`config.mk`:
```
export PLATFORM = sky130hd
export DESIGN_NAME = rvr_regs
export DESIGN_NICKNAME = d
export VERILOG_FILES = /design/src/inc/rvr_pkg.sv /design/src/rtl/rvr_ramp.sv /design/src/rtl/rvr_regs.sv
export SDC_FILE = /design/constraint.sdc
export NUM_CORES = 1
export LEC_CHECK = 0
export BUFFER_PORTS_ARGS = -buffer_cell sky130_fd_sc_hd__buf_4
export CAP_MARGIN = 25
export CORE_AREA = 5 5 143 145
export DETAILED_ROUTE_END_ITERATION = 12
export DIE_AREA = 0 0 148 150
export GPL_TIMING_DRIVEN = 0
export SYNTH_ARGS = -nofsm -noshare
export SYNTH_HDL_FRONTEND = slang
export SYNTH_SLANG_ARGS = --single-unit
```
`constraint.sdc`:
```
create_clock -name clk -period 6.5 [get_ports clk]
set_input_delay 1.3 -clock clk [delete_from_list [all_inputs] [get_ports clk]]
set_output_delay 1.3 -clock clk [all_outputs]
set_load 0.01 [all_outputs]
```
`src/inc/rvr_pkg.sv`:
```
// Purpose: Constants for the regulator voltage register bank
// Assumes: 25 MHz clock, 8-bit register pointer and data
// Notes: Shared by the bank and its step-down ramp generator
//
// Overview of operation
// - Control bit 4 enables step-down voltage scaling
// - Control bits 3..0 pick ramp n+1 mV/us
// - Control register resets to 0x09
// - Control bits 7..5 reserved, host writes zero
// - Step-down code: 0.8 V plus 100 mV/step
// - Step-down code resets to 0x02, 1.0 V
// - Regulator one code: 1.6 V base, variant reset
// - Regulator two code: 1.2 V plus 100 mV/step
// - Regulator two code resets to 0x0E
// - Regulator three code: 1.6 V base, reset 0x11
package rvr_pkg;
    // Register pointers
    localparam logic [7:0] ADDR_SCALING_CTRL = 8'h03;
    localparam logic [7:0] ADDR_STEP_DOWN = 8'h04;
    localparam logic [7:0] ADDR_REG_ONE = 8'h05;
    localparam logic [7:0] ADDR_REG_TWO = 8'h06;
    localparam logic [7:0] ADDR_REG_THREE = 8'h07;
    // Scaling-control fields
    localparam int SCALING_ENABLE_BIT = 4;
    localparam int RAMP_CODE_MSB = 3;
    localparam int RAMP_CODE_LSB = 0;
    localparam logic [2:0] RESERVED_READ = 3'h0;
    // Reset values
    localparam logic [7:0] RESET_SCALING_CTRL = 8'h09;
    localparam logic [7:0] RESET_STEP_DOWN = 8'h02;
    localparam logic [7:0] RESET_REG_ONE = 8'h0c;
    localparam logic [7:0] RESET_REG_TWO = 8'h0e;
    localparam logic [7:0] RESET_REG_THREE = 8'h11;
    // Voltage scales in millivolts
    localparam logic [15:0] STEP_DOWN_BASE_MV = 16'h0320;
    localparam logic [15:0] REG_ONE_BASE_MV = 16'h0640;
    localparam logic [15:0] REG_TWO_BASE_MV = 16'h04b0;
    localparam logic [15:0] REG_THREE_BASE_MV = 16'h0640;
    localparam logic [15:0] CODE_STEP_MV = 16'h0064;
    // Highest listed codes
    localparam logic [7:0] MAX_STEP_DOWN = 8'h10;
    localparam logic [7:0] MAX_REG_ONE = 8'h11;
    localparam logic [7:0] MAX_REG_TWO = 8'h15;
    localparam logic [7:0] MAX_REG_THREE = 8'h11;
    localparam logic [3:0] MAX_RAMP_CODE = 4'hb;
    // Ramp timing: one slope step per microsecond
    localparam int CLK_PERIOD_NS = 40;
    localparam int RAMP_TICK_NS = 1000;
    localparam int RAMP_TICK_CYCLES = RAMP_TICK_NS / CLK_PERIOD_NS;
    localparam logic [15:0] RESET_STEP_DOWN_MV = 16'(STEP_DOWN_BASE_MV
        + CODE_STEP_MV * 16'(RESET_STEP_DOWN));
endpackage

```
`src/rtl/rvr_ramp.sv`:
```
// Purpose: Moves the step-down target toward its goal
// Assumes: One clock, synchronous active-low reset
// Notes: Steps once per microsecond by ramp code plus one mV
`timescale 1ns/1ns
module rvr_ramp (
    input wire logic clk,
    input wire logic nrst,
    input wire logic scalingEnable,
    input wire logic [3:0] rampCode,
    input wire logic [15:0] goalMv,
    output logic [15:0] targetMv_r
);
    logic [4:0] tickCnt_r;
    logic tick;
    logic [15:0] stepMv;
    logic [15:0] targetMv_nxt;

    ////////////////////////////////////////////////////////////////////////
    // Microsecond tick
    assign tick = (tickCnt_r == 5'(rvr_pkg::RAMP_TICK_CYCLES - 1));

    always_ff @(posedge clk) begin
        if (!nrst || tick) begin
            tickCnt_r <= 5'h00;
        end else begin
            tickCnt_r <= tickCnt_r + 5'h01;
        end
    end

    ////////////////////////////////////////////////////////////////////////
    // Slope step and next target
    assign stepMv = {12'h000, rampCode} + 16'h0001;

    always_comb begin
        targetMv_nxt = targetMv_r;
        if (!scalingEnable) begin
            targetMv_nxt = goalMv; // Jump when scaling is off
        end else if (tick && targetMv_r < goalMv) begin
            if (goalMv - targetMv_r <= stepMv) begin
                targetMv_nxt = goalMv;
            end else begin
                targetMv_nxt = targetMv_r + stepMv;
            end
        end else if (tick && targetMv_r > goalMv) begin
            if (targetMv_r - goalMv <= stepMv) begin
                targetMv_nxt = goalMv;
            end else begin
                targetMv_nxt = targetMv_r - stepMv;
            end
        end
    end

    // Target register
    always_ff @(posedge clk) begin
        if (!nrst) begin
            targetMv_r <= rvr_pkg::RESET_STEP_DOWN_MV;
        end else begin
            targetMv_r <= targetMv_nxt;
        end
    end
endmodule

```
`src/rtl/rvr_regs.sv`:
```
// Purpose: Voltage and scaling register bank behind the serial pointer
// Assumes: Serial slave presents pointer, strobes and byte on clk
// Notes: Read data appears one cycle after the read strobe
`timescale 1ns/1ns
module rvr_regs #(
    parameter logic [7:0] REG_ONE_RESET = rvr_pkg::RESET_REG_ONE
) (
    input wire logic clk,
    input wire logic nrst,
    input wire logic regWrEn,
    input wire logic regRdEn,
    input wire logic [7:0] regAddr,
    input wire logic [7:0] regWrData,
    output logic [7:0] regRdData_r,
    output logic scalingEnable_r,
    output logic [3:0] stepDownRampCode_r,
    output logic [7:0] stepDownCode_r,
    output logic [7:0] regOneCode_r,
    output logic [7:0] regTwoCode_r,
    output logic [7:0] regThreeCode_r,
    output logic [15:0] stepDownTargetMv_r
);
    logic wrCtrl;
    logic wrStepDown;
    logic wrRegOne;
    logic wrRegTwo;
    logic wrRegThree;
    logic [7:0] ctrlRead;
    logic [7:0] regRdData_nxt;
    logic [15:0] stepDownGoalMv;

    ////////////////////////////////////////////////////////////////////////
    // Pointer decode
    assign wrCtrl = regWrEn && (regAddr == rvr_pkg::ADDR_SCALING_CTRL);
    assign wrStepDown = regWrEn && (regAddr == rvr_pkg::ADDR_STEP_DOWN);
    assign wrRegOne = regWrEn && (regAddr == rvr_pkg::ADDR_REG_ONE);
    assign wrRegTwo = regWrEn && (regAddr == rvr_pkg::ADDR_REG_TWO);
    assign wrRegThree = regWrEn && (regAddr == rvr_pkg::ADDR_REG_THREE);

    ////////////////////////////////////////////////////////////////////////
    // Scaling control: enable and ramp code, upper bits unused
    always_ff @(posedge clk) begin
        if (!nrst) begin
            scalingEnable_r <=
                rvr_pkg::RESET_SCALING_CTRL[rvr_pkg::SCALING_ENABLE_BIT];
            stepDownRampCode_r <= rvr_pkg::RESET_SCALING_CTRL[
                rvr_pkg::RAMP_CODE_MSB:rvr_pkg::RAMP_CODE_LSB];
        end else if (wrCtrl) begin
            scalingEnable_r <= regWrData[rvr_pkg::SCALING_ENABLE_BIT];
            stepDownRampCode_r <= regWrData[
                rvr_pkg::RAMP_CODE_MSB:rvr_pkg::RAMP_CODE_LSB];
        end
    end

    // Step-down code, stored as written
    always_ff @(posedge clk) begin
        if (!nrst) begin
            stepDownCode_r <= rvr_pkg::RESET_STEP_DOWN;
        end else if (wrStepDown) begin
            stepDownCode_r <= regWrData;
        end
    end

    // Regulator one code, variant reset
    always_ff @(posedge clk) begin
        if (!nrst) begin
            regOneCode_r <= REG_ONE_RESET;
        end else if (wrRegOne) begin
            regOneCode_r <= regWrData;
        end
    end

    // Regulator two code
    always_ff @(posedge clk) begin
        if (!nrst) begin
            regTwoCode_r <= rvr_pkg::RESET_REG_TWO;
        end else if (wrRegTwo) begin
            regTwoCode_r <= regWrData;
        end
    end

    // Regulator three code
    always_ff @(posedge clk) begin
        if (!nrst) begin
            regThreeCode_r <= rvr_pkg::RESET_REG_THREE;
        end else if (wrRegThree) begin
            regThreeCode_r <= regWrData;
        end
    end

    ////////////////////////////////////////////////////////////////////////
    // Read path, reserved bits and unmapped pointers read zero
    assign ctrlRead = {rvr_pkg::RESERVED_READ, scalingEnable_r,
        stepDownRampCode_r};

    always_comb begin
        regRdData_nxt = 8'h00;
        unique case (regAddr)
            rvr_pkg::ADDR_SCALING_CTRL: regRdData_nxt = ctrlRead;
            rvr_pkg::ADDR_STEP_DOWN: regRdData_nxt = stepDownCode_r;
            rvr_pkg::ADDR_REG_ONE: regRdData_nxt = regOneCode_r;
            rvr_pkg::ADDR_REG_TWO: regRdData_nxt = regTwoCode_r;
            rvr_pkg::ADDR_REG_THREE: regRdData_nxt = regThreeCode_r;
            default: regRdData_nxt = 8'h00;
        endcase
    end

    // Read data holds until the next read strobe
    always_ff @(posedge clk) begin
        if (!nrst) begin
            regRdData_r <= 8'h00;
        end else if (regRdEn) begin
            regRdData_r <= regRdData_nxt;
        end
    end

    ////////////////////////////////////////////////////////////////////////
    // Step-down goal in millivolts and its ramp
    assign stepDownGoalMv = 16'(rvr_pkg::STEP_DOWN_BASE_MV
        + rvr_pkg::CODE_STEP_MV * {8'h00, stepDownCode_r});

    rvr_ramp u_ramp (
        .clk(clk),
        .nrst(nrst),
        .scalingEnable(scalingEnable_r),
        .rampCode(stepDownRampCode_r),
        .goalMv(stepDownGoalMv),
        .targetMv_r(stepDownTargetMv_r)
    );
endmodule

```
==> results.md, run 1 <==
* Post-placement cell count at 1145
* # port buffers at 79
* Largest net degree at the start of global routing at 14
* Share of the synthesized area in the top cell type at 20.17%
* Unrepaired setup endpoints after global routing: true
* Fin crit period at 6238 ps
* Die area at 22200 um^2
* Worst Hold Depth at 1
* DRC Markers at 0
* Mapped Cells at 827
* Max Cap Viol at 0
* End of the worst hold path: u_ramp.tickCnt_r[0]
* Hold_buf cts at 0
* VDD IR-drop max at 0.1265 mV
* Clk root buf: clkbuf_16
* Vias at 6438
* P&R area growth vs syn at 22.71%
* Detailed Routing Iterations Pass 1 at 6
* Relative slew slack at 49.90%
* Initial Util at 34.34%
* Final ANT Viol Nets at 0
* Vias in the first global route at 6043
* Reg-to-reg endpoint: u_ramp.targetMv_r[6]
* Total CTS buffers at 9
* Count leader, synth: ha_1
* Placement row count at 51
* CP endpoint kind: register
* Combinational cell fraction of total power at 16.4%
* Crit path DAT at 6500 ps
* Post-DR wirelength/cell at 17.83 um
* Crit start category: register
* Gpl congestion at 0.9134
* Worst flop-to-flop path startpoint: stepDownCode_r[2]
* Async SR Flop Fraction at 0%
* FF-to-FF path depth at 22
* Syn nets at 929
* Starting DRT DRC Count at 427
* Worst Hold Launch: u_ramp.tickCnt_r[0]
* Clock share of power at 47.4%
* Switching portion of total power at 26.88%
* Core area at 19080 um^2
* Seq/Total Area, Yosys at 20.17%
* Flop pwr share at 36.2%
* Via density at 5.517
* Die H at 150 um
* Status: finished clean
* Netlist cell types at 80
* Worst min path class: reg -> reg
* Fin Clk Skew at 5.868 ps
* Total GRT Usage at 17.97%
* Primary FF master, synth: dfxtp_1
* Reg2reg setup slack at 260 ps
* Layout cells sized above 1 at 18.30%
* Routed WL at 20800 um
* Final setup vio count at 0
* Num ports at 81
* Yosys top cell by area: dfxtp_1
* Top cells by area, synth: dfxtp_1 20%, ha_1 15%, mux2i_1 4.7%, nand3_1 4.4%, nand2_1 4.1%
* Final Hold Viols at 0
* Psw at 0.3029 mW
* Worst-skew pair later-pin latency at 340 ps
* Nets@finish at 1026
* Tcrit/Tclk final at 95.97%
* Lkg Pwr at 3.424 nW
* CP Max Fanout at 10
* Number of diodes at 0
* Max-slew violations at 0
* Synthesized cell area at 6551 um^2
* GRT overflow at 0
* Synth cell count leaders: 76 x ha_1, 71 x nand2_1, 66 x dfxtp_1, 63 x inv_1, 57 x nand3_1
* Clock transition at the registers of the reported paths at 60 ps
* Seq cells post-synth at 66
* # clock sinks at 66
* Critical path required time at 6760 ps
* Utilization after layout at 42.13%
* Crit Path Category: reg -> reg
* Ys Warns at 0
* Htree depth at 3
* Fmax at 160.3 MHz
* EDFF count, synth at 0
* Pwr dens at 140.2 nW/um^2
* Pint at 0.8240 mW
* DP HPWL at 16370 um
* Syn avg cell area at 7.922 um^2
* CTS tree: yes
* Max Buffers Root-to-Sink at 2
* First-pass GRT wire length at 32110 um
* Final std cells w/o fill at 1167
* Slew @ Worst Pin at 741.7 ps
* Die X-Extent at 148 um
* Initial antenna violation count at 0
[cells in the final DEF (no fill, tap or decap), types with 6 or more instances in the layout]
master and instances:
a211oi_1 7, a21boi_0 14, a21o_1 10, a21oi_1 39, and2_1 10, and3_1 10
buf_4 88, clkbuf_1 28, clkbuf_16 9, dfxtp_1 59, ha_1 71, inv_1 63
mux2i_1 31, nand2_1 71, nand2b_1 7, nand3_1 56, nand4_1 10, nor2_1 30
nor2b_1 24, nor3_1 21, nor4_1 7, o211ai_1 9, o21a_1 8, o21ai_0 38
o21bai_1 7, o221ai_1 6, o22ai_1 10, or3_1 6, xnor2_1 21, xor2_1 15
[routing by layer]
layer  track usage [%]  vias to the layer above  share of wire [%]
li1                  -                     3197                  -
met1             24.75                     3017                 46
met2             29.53                      192                 46
met3             2.392                       32                5.9
met4             5.081                        0                2.1
met5                 0                        -                  0
[per-stage QoR]
| stage | hold WS [ps] | area [um^2] | worst slack, ps | setup TNS (ps) | power, mW |
|---|---|---|---|---|---|
| floorplan | 429.7 | 6551 | 371.0 | 0 | 0.5220 |
| global placement | 447.8 | 7442 | -878.1 | -9673 | 0.5732 |
| detailed placement | 454.4 | 7447 | -977.1 | -11280 | 0.5721 |
| CTS | 467.8 | 7856 | 1.743 | 0 | 1.125 |
| global route | 484.2 | 8039 | -26.25 | -105.3 | 1.168 |
| finish | 462.1 | 8039 | 261.8 | 0 | 1.127 |
[registers in the layout (all words and copies together), names as in the netlist]
register and flops:
regOneCode_r 8, regRdData_r 8, regThreeCode_r 8, regTwoCode_r 8
scalingEnable_r 1, stepDownCode_r 8, stepDownRampCode_r 4, u_ramp.targetMv_r 16
u_ramp.tickCnt_r 5
[power by group through the flow]
stage / Combinational, mW / Clock (mW) / Sequential [mW]
after floorplan: 0.104 / 0 / 0.418
after global placement: 0.155 / 0 / 0.418
after detailed placement: 0.154 / 0 / 0.418
after CTS: 0.172 / 0.543 / 0.409
after global routing: 0.199 / 0.561 / 0.408
final: 0.185 / 0.534 / 0.408
[timing repair]
item | in CTS | in global routing
setup buffers | 5 | 5
endpoints found under the setup margin | 16 | 16
gates resized for setup | 16 | 37
pin swaps | 4 | 9
[how the worst max path moves through the flow]
stage               cells after the start                     to  slack, ps               from
floorplan                              24   u_ramp.targetMv_r[8]        370  stepDownCode_r[4]
global placement                       24   u_ramp.targetMv_r[8]       -880  stepDownCode_r[4]
detailed placement                     24   u_ramp.targetMv_r[8]       -980  stepDownCode_r[3]
CTS                                    23  u_ramp.targetMv_r[11]          2  stepDownCode_r[2]
global route                           24   u_ramp.targetMv_r[3]        -30  stepDownCode_r[2]
finish                                 22   u_ramp.targetMv_r[6]        260  stepDownCode_r[2]
[layout make-up]
type	instances	area, um^2
Fill cell	1938	11040
Buffer	40	176.4
Timing Repair Buffer	90	676.9
Clock inverter	7	101.3
Inverter	63	236.5
Multi-Input combinational cell	654	4987
Clock buffer	9	225.2
Tap cell	238	297.8
Sequential cell	66	1338
[logic make-up (layout without fill, tap and decap cells)]
logic type | Yosys count | after routing | share of synthesized area [%]
AND/OR/NAND/NOR | 285 | 285 | 22.73
AO/OA/AOI/OAI | 209 | 209 | 22.61
XOR/XNOR | 42 | 42 | 5.615
flip-flops | 66 | 66 | 20.17
buffers and inverters | 107 | 209 | 6.417
multiplexers | 36 | 36 | 6.111
adder cells (fa/ha/maj) | 82 | 82 | 16.35
[critical path, stage by stage (launching register included)]
cell and delay, ps:
dfxtp_4 380, ha_1 300, ha_1 320, fa_1 470, ha_1 310, buf_6 140, a211oi_4 230, buf_4 160
o21ai_2 80, a21o_1 180, a21oi_1 160, xnor2_1 220, nand3_1 200, ha_1 370, clkbuf_1 260, a21oi_1 210
nand2_1 70, a41o_1 230, a41oi_1 590, clkbuf_1 490, nand2_1 290, o221a_2 360, a22oi_1 130
(Power assumes the default switching activity.)
==> inputs of run 2 (changes only) <==
--- a/config.mk
+++ b/config.mk
@@ -8,6 +8,7 @@
 export BUFFER_PORTS_ARGS = -buffer_cell sky130_fd_sc_hd__buf_4
 export CAP_MARGIN = 25
 export CORE_AREA = 5 5 143 145
+export CTS_BUF_LIST = sky130_fd_sc_hd__clkbuf_4
 export DETAILED_ROUTE_END_ITERATION = 12
 export DIE_AREA = 0 0 148 150
 export GPL_TIMING_DRIVEN = 0
==> run 2 against run 1 <==
- sequential share of layout area increased by 0.30 points
- via count is 0.11% higher
- global-route usage about the same
- power down 18%
- combinational power about the same
- wire length is 0.34% lower
- worst setup slack gained 49 ps
- non-clock buffer count down 1
- sequential cell count did not move
- sequential power about the same
- die area did not move
==> results.md, run 2 (synthesized netlist as in run 1, its figures left out) <==
* Status: finished clean (unchanged)
* Vias in the first global route at 6070 (was 6043)
* # fillers at 1949 (was 1938)
* P&R area growth vs syn at 20.44% (was 22.71%)
* Worst flop-to-flop path startpoint: stepDownCode_r[2] (unchanged)
* Register area at 1336 um^2 (was 1338 um^2)
* # clock sinks at 66 (unchanged)
* Multi-input gate area at 5004 um^2 (was 4987 um^2)
* Commonest non-fill, non-tap cells in the layout: 88 x buf_4, 71 x nand2_1, 71 x ha_1 (unchanged)
* Placement row count at 51 (unchanged)
* Switching portion of total power at 30.07% (was 26.88%)
* CP endpoint kind: register (unchanged)
* Max Cap Viol at 0 (unchanged)
* First-pass GRT wire length at 32140 um (was 32110 um)
* Pint at 0.6435 mW (was 0.8240 mW)
* Sum Neg Setup Slack at 0 ps (unchanged)
* Max Buffers Root-to-Sink at 2 (unchanged)
* Total CTS buffers at 9 (unchanged)
* DP HPWL at 16370 um (unchanged)
* DRC Markers at 0 (unchanged)
* Die H at 150 um (unchanged)
* Fin Clk Skew at 13.42 ps (was 5.868 ps)
* Relative slew slack at 53.47% (was 49.90%)
* Critical path required time at 6800 ps (was 6760 ps)
* Die area at 22200 um^2 (unchanged)
* Final setup vio count at 0 (unchanged)
* Utilization after layout at 41.35% (was 42.13%)
* Max-slew violations at 0 (unchanged)
* Routed WL at 20730 um (was 20800 um)
* Fin crit period at 6189 ps (was 6238 ps)
* Final Hold Viols at 0 (unchanged)
* Clock share of power at 35.6% (was 47.4%)
* Largest net degree at the start of global routing at 14 (unchanged)
* Num ports at 81 (unchanged)
* Worst-path cell chain: ha_1 > ha_1 > fa_1 > ha_1 > buf_6 > a211oi_4 > o21ba_2 > and4bb_2 > buf_4 > xnor2_2 > inv_1 > ha_2 > nand4_1 > or3_1 > o21ai_0 > a211o_1 > nor4_1 > nor4_4 > a2111oi_4 > buf_4 > a211oi_4 > buf_6 > nor2_1 > o221a_1 (was ha_1 > ha_1 > fa_1 > ha_1 > buf_6 > a211oi_4 > buf_4 > o21ai_2 > a21o_1 > a21oi_1 > xnor2_1 > nand3_1 > ha_1 > clkbuf_1 > a21oi_1 > nand2_1 > a41o_1 > a41oi_1 > clkbuf_1 > nand2_1 > o221a_2 > a22oi_1)
* Total GRT Usage at 17.93% (was 17.97%)
* Vias at 6445 (was 6438)
* Critical path launch point: stepDownCode_r[2] (unchanged)
* Starting DRT DRC Count at 417 (was 427)
* Hold_ws at 480.7 ps (was 462.1 ps)
* Worst-skew pair later-pin latency at 410 ps (was 340 ps)
* CP Max Fanout at 10 (unchanged)
* Total power at 0.9203 mW (was 1.127 mW)
* Gpl congestion at 0.9134 (unchanged)
* CTS tree: yes (unchanged)
* Layout cells sized above 1 at 18.43% (was 18.30%)
* VDD IR-drop max at 0.1400 mV (was 0.1265 mV)
* Worst min path class: reg -> reg (unchanged)
* Pwr dens at 116.6 nW/um^2 (was 140.2 nW/um^2)
* Clock transition at the registers of the reported paths at 120 ps (was 60 ps)
* Crit Path Category: reg -> reg (unchanged)
* Crit start category: register (unchanged)
* Commonest non-fill, non-tap cell in the layout: buf_4 (unchanged)
* GRT overflow at 0 (unchanged)
* Via density at 5.523 (was 5.517)
* Clk root buf: clkbuf_4 (was clkbuf_16)
* Slowest stage delay, CP at 470 ps (was 590 ps)
* Max FFs per register at 16 (unchanged)
* Flop pwr share at 44.3% (was 36.2%)
* Fmax at 161.6 MHz (was 160.3 MHz)
* Most Frequent Cell on Critical Path: ha_1 (unchanged)
* Initial Util at 34.34% (unchanged)
* Tcrit/Tclk final at 95.21% (was 95.97%)
* Slew @ Worst Pin at 688.9 ps (was 741.7 ps)
* Initial antenna violation count at 1 (was 0)
* Post-placement cell count at 1145 (unchanged)
* Detailed Routing Iterations Pass 1 at 5 (was 6)
* Final std cells w/o fill at 1167 (unchanged)
* Slowest CP cell: fa_1 (was a41oi_1)
* Psw at 0.2767 mW (was 0.3029 mW)
* Htree depth at 3 (unchanged)
* Nets@finish at 1025 (was 1026)
* Hold_buf cts at 0 (unchanged)
* Lkg Pwr at 3.362 nW (was 3.424 nW)
* Crit path DAT at 6490 ps (was 6500 ps)
* Die X-Extent at 148 um (unchanged)
* Combinational cell fraction of total power at 20.1% (was 16.4%)
* Worst Hold Launch: u_ramp.tickCnt_r[0] (unchanged)
* Final ANT Viol Nets at 0 (unchanged)
* Core area at 19080 um^2 (unchanged)
* Biggest register: u_ramp.targetMv_r (unchanged)
* Post-DR wirelength/cell at 17.77 um (was 17.83 um)
* # port buffers at 79 (unchanged)
==> run 2: final timing paths <==
path         depth (start not counted)                     to  slack, ps
max                                 24  u_ramp.targetMv_r[11]        310
min                                  1    u_ramp.tickCnt_r[0]        480
min reg2reg                          1    u_ramp.tickCnt_r[0]        480
max reg2reg                         24  u_ramp.targetMv_r[11]        310
==> run 2: power groups by stage <==
| stage | Sequential (mW) | Combinational [mW] | Clock [mW] |
|---|---|---|---|
| 2_1_floorplan | 0.418 | 0.104 | 0 |
| 3_3_place_gp | 0.418 | 0.155 | 0 |
| 3_5_place_dp | 0.418 | 0.154 | 0 |
| 4_1_cts | 0.409 | 0.172 | 0.339 |
| 5_1_grt | 0.408 | 0.200 | 0.355 |
| 6_report | 0.408 | 0.185 | 0.327 |
==> run 2: critical path: cells and delay by family (launching register included) <==
kind | cells | cell delay, ps
buffers and inverters | 5 | 750
and+or+nand+nor | 6 | 1310
DFF | 1 | 410
AOI/OAI and AO/OA | 7 | 1520
xor gates and xnor gates | 1 | 230
adders and majority gates | 5 | 1850
==> run 2: repair_timing <==
action                     4_1_cts  5_1_grt
setup endpoints to repair       16       16
pin swaps                        4       10
buffers inserted                 5        4
resized for setup               18       38
==> run 2: through the flow <==
step	worst slack (ps)	cell area [um^2]
2_1_floorplan	371.0	6551
3_3_place_gp	-878.1	7442
3_5_place_dp	-977.1	7447
4_1_cts	7.190	7712
5_1_grt	-17.36	7890
6_report	311.2	7890
==> run 2: layout make-up <==
class / count / share of cell area, %
tap: 238 / 3.774
clock buffer: 9 / 0.8563
antenna: 1 / 0.03172
clock inverter: 7 / 1.284
inverter: 63 / 2.997
multi-input combinational: 654 / 63.42
timing repair buffer: 89 / 8.484
sequential: 66 / 16.94
buffer: 40 / 2.220
==> run 2: metal layers <==
layer	track usage [%]	routed length [um]	up-vias
met5	0	0	-
met3	2.332	1352	27
met1	24.68	9359	3004
li1	-	-	3205
met2	29.50	9573	209
met4	5.081	446	0
==> inputs of run 3 (changes only) <==
--- a/config.mk
+++ b/config.mk
@@ -7,10 +7,10 @@
 export LEC_CHECK = 0
 export BUFFER_PORTS_ARGS = -buffer_cell sky130_fd_sc_hd__buf_4
 export CAP_MARGIN = 25
-export CORE_AREA = 5 5 143 145
+export CORE_AREA = 5 5 111 165
 export CTS_BUF_LIST = sky130_fd_sc_hd__clkbuf_4
 export DETAILED_ROUTE_END_ITERATION = 12
-export DIE_AREA = 0 0 148 150
+export DIE_AREA = 0 0 116 170
 export GPL_TIMING_DRIVEN = 0
 export SYNTH_ARGS = -nofsm -noshare
 export SYNTH_HDL_FRONTEND = slang
==> run 3 against run 2 <==
- count of clock-buffer cells in the layout rose by 1
- core utilization rose by 5.7 points
- power rose by 0.95%
- via count rose by 1.3%
- critical path type unchanged
==> results.md, run 3 (synthesized netlist as in run 1, its figures left out) <==
* Final setup vio count at 0 (unchanged)
* Fin Clk Skew at 19.70 ps (was 13.42 ps)
* Fmax at 161.2 MHz (was 161.6 MHz)
* CP endpoint kind: register (unchanged)
* Utilization after layout at 47.04% (was 41.35%)
* Fin crit period at 6205 ps (was 6189 ps)
* CTS tree: yes (unchanged)
* Biggest register: u_ramp.targetMv_r (unchanged)
* # port buffers at 79 (unchanged)
* # clock sinks at 66 (unchanged)
* Final Hold Viols at 0 (unchanged)
* Via density at 5.720 (was 5.523)
* Setup Slack @ Placement at -1108 ps (was -977.1 ps)
* CP Max Fanout at 10 (unchanged)
* Core area at 16690 um^2 (was 19080 um^2)
* Commonest non-fill, non-tap cell in the layout: buf_4 (unchanged)
* P&R area growth vs syn at 19.84% (was 20.44%)
* Slowest stage delay, CP at 520 ps (was 470 ps)
* Worst min path class: reg -> reg (unchanged)
* Detailed Routing Iterations Pass 1 at 5 (unchanged)
* Total GRT Usage at 21.62% (was 17.93%)
* Htree depth at 3 (unchanged)
* Relative slew slack at 35.75% (was 53.47%)
* Layout cells sized above 1 at 18.28% (was 18.43%)
* Die area at 19720 um^2 (was 22200 um^2)
* # fillers at 1731 (was 1949)
* VDD IR-drop max at 0.1676 mV (was 0.1400 mV)
* Lkg Pwr at 3.368 nW (was 3.362 nW)
* Crit start category: register (unchanged)
* DRC Markers at 0 (unchanged)
* First-pass GRT wire length at 33680 um (was 32140 um)
* Worst-skew pair later-pin latency at 440 ps (was 410 ps)
* Slew @ Worst Pin at 958.5 ps (was 688.9 ps)
* Max FFs per register at 16 (unchanged)
* DP HPWL at 16860 um (was 16370 um)
* Combinational cell fraction of total power at 19.8% (was 20.1%)
* Tcrit/Tclk final at 95.46% (was 95.21%)
* Post-DR wirelength/cell at 18.59 um (was 17.77 um)
* Final ANT Viol Nets at 0 (unchanged)
* Vias in the first global route at 6439 (was 6070)
* Num ports at 81 (unchanged)
* Initial antenna violation count at 1 (unchanged)
* GRT overflow at 0 (unchanged)
* Crit path DAT at 6570 ps (was 6490 ps)
* Largest net degree at the start of global routing at 13 (was 14)
* Routed WL at 21210 um (was 20730 um)
* Status: finished clean (unchanged)
* Critical path required time at 6870 ps (was 6800 ps)
* Total CTS buffers at 9 (unchanged)
* Placement row count at 58 (was 51)
* Flop pwr share at 44.0% (was 44.3%)
* Clk root buf: clkbuf_4 (unchanged)
* Pwr dens at 118.3 nW/um^2 (was 116.6 nW/um^2)
* Crit Path Category: reg -> reg (unchanged)
* Commonest non-fill, non-tap cells in the layout: 92 x buf_4, 72 x ha_1, 71 x nand2_1 (was 88 x buf_4, 71 x nand2_1, 71 x ha_1)
* Critical path launch point: stepDownCode_r[2] (unchanged)
* Psw at 0.2849 mW (was 0.2767 mW)
* Die X-Extent at 116 um (was 148 um)
* Worst flop-to-flop path startpoint: stepDownCode_r[2] (unchanged)
* Hold_buf cts at 0 (unchanged)
* Slowest CP cell: or4_1 (was fa_1)
* Clock share of power at 36.2% (was 35.6%)
* Clock transition at the registers of the reported paths at 130 ps (was 120 ps)
* Worst Hold Depth at 1 (unchanged)
* FF-to-FF path depth at 25 (was 24)
* Pint at 0.6441 mW (was 0.6435 mW)
* Die H at 170 um (was 150 um)
* Final worst slack at 295.0 ps (was 311.2 ps)
* Total power at 0.9290 mW (was 0.9203 mW)
* Vias at 6527 (was 6445)
* Switching portion of total power at 30.67% (was 30.07%)
* Worst Hold Launch: u_ramp.tickCnt_r[0] (unchanged)
* Design Area, Final at 7851 um^2 (was 7890 um^2)
* Max-slew violations at 0 (unchanged)
* Max Buffers Root-to-Sink at 2 (unchanged)
* Gpl congestion at 0.9774 (was 0.9134)
* Hold_ws at 479.7 ps (was 480.7 ps)
* Max Cap Viol at 0 (unchanged)
* Placement Cell Area at 7412 um^2 (was 7447 um^2)
* Starting DRT DRC Count at 413 (was 417)
* Initial Util at 39.25% (was 34.34%)
* Nets@finish at 1027 (was 1025)
==> run 3: worst paths after layout <==
path | slack, ps | to
max | 290 | u_ramp.targetMv_r[15]
min | 480 | u_ramp.tickCnt_r[0]
max reg2reg | 290 | u_ramp.targetMv_r[15]
min reg2reg | 480 | u_ramp.tickCnt_r[0]
==> run 3: area by class of cell <==
type / count / area (um^2) / share of cell area, %
inverter: 63 / 240.2 / 3.060
clock buffer: 10 / 75.07 / 0.9562
sequential: 66 / 1331 / 16.96
timing repair buffer: 91 / 683.2 / 8.701
clock inverter: 6 / 90.09 / 1.147
multi-input combinational: 654 / 4991 / 63.57
antenna: 1 / 2.502 / 0.03187
tap: 210 / 262.8 / 3.347
buffer: 40 / 175.2 / 2.231
==> run 3: timing repair <==
item                                    in CTS  in global routing
setup buffers                                7                  5
endpoints found under the hold margin        0                  0
endpoints found under the setup margin      16                 16
pin swaps                                    4                  5
gates resized for setup                     23                 27
==> run 3: worst max-delay path, delay by kind of cell (launching register included) <==
family	cells	cell delay, ps
fa+ha+maj	5	1740
xor+xnor	1	190
compound gates	7	1380
buf+inv	6	940
flops	1	400
simple gates	6	1470
==> run 3: through the flow <==
| stage | TNS [ps] | cells |
|---|---|---|
| 6_report | 0 | 1141 |
| 5_1_grt | -88.03 | 1141 |
| 4_1_cts | 0 | 1136 |
| 3_5_place_dp | -13600 | 1116 |
| 3_3_place_gp | -12570 | 1116 |
| 2_1_floorplan | 0 | 827 |
==> run 3: power groups by stage <==
stage / registers, mW / logic, mW / clock network (mW)
2_1_floorplan: 0.418 / 0.104 / 0
3_3_place_gp: 0.418 / 0.157 / 0
3_5_place_dp: 0.418 / 0.155 / 0
4_1_cts: 0.409 / 0.169 / 0.339
5_1_grt: 0.409 / 0.195 / 0.355
6_report: 0.409 / 0.184 / 0.337
==> run 3: routing by layer <==
layer | part of all wire, % | track usage [%] | up-vias
li1 | - | - | 3214
met1 | 40 | 25.03 | 3065
met2 | 52 | 39.06 | 206
met3 | 4.9 | 3.486 | 42
met4 | 3.5 | 8.582 | 0
met5 | 0 | 0 | -
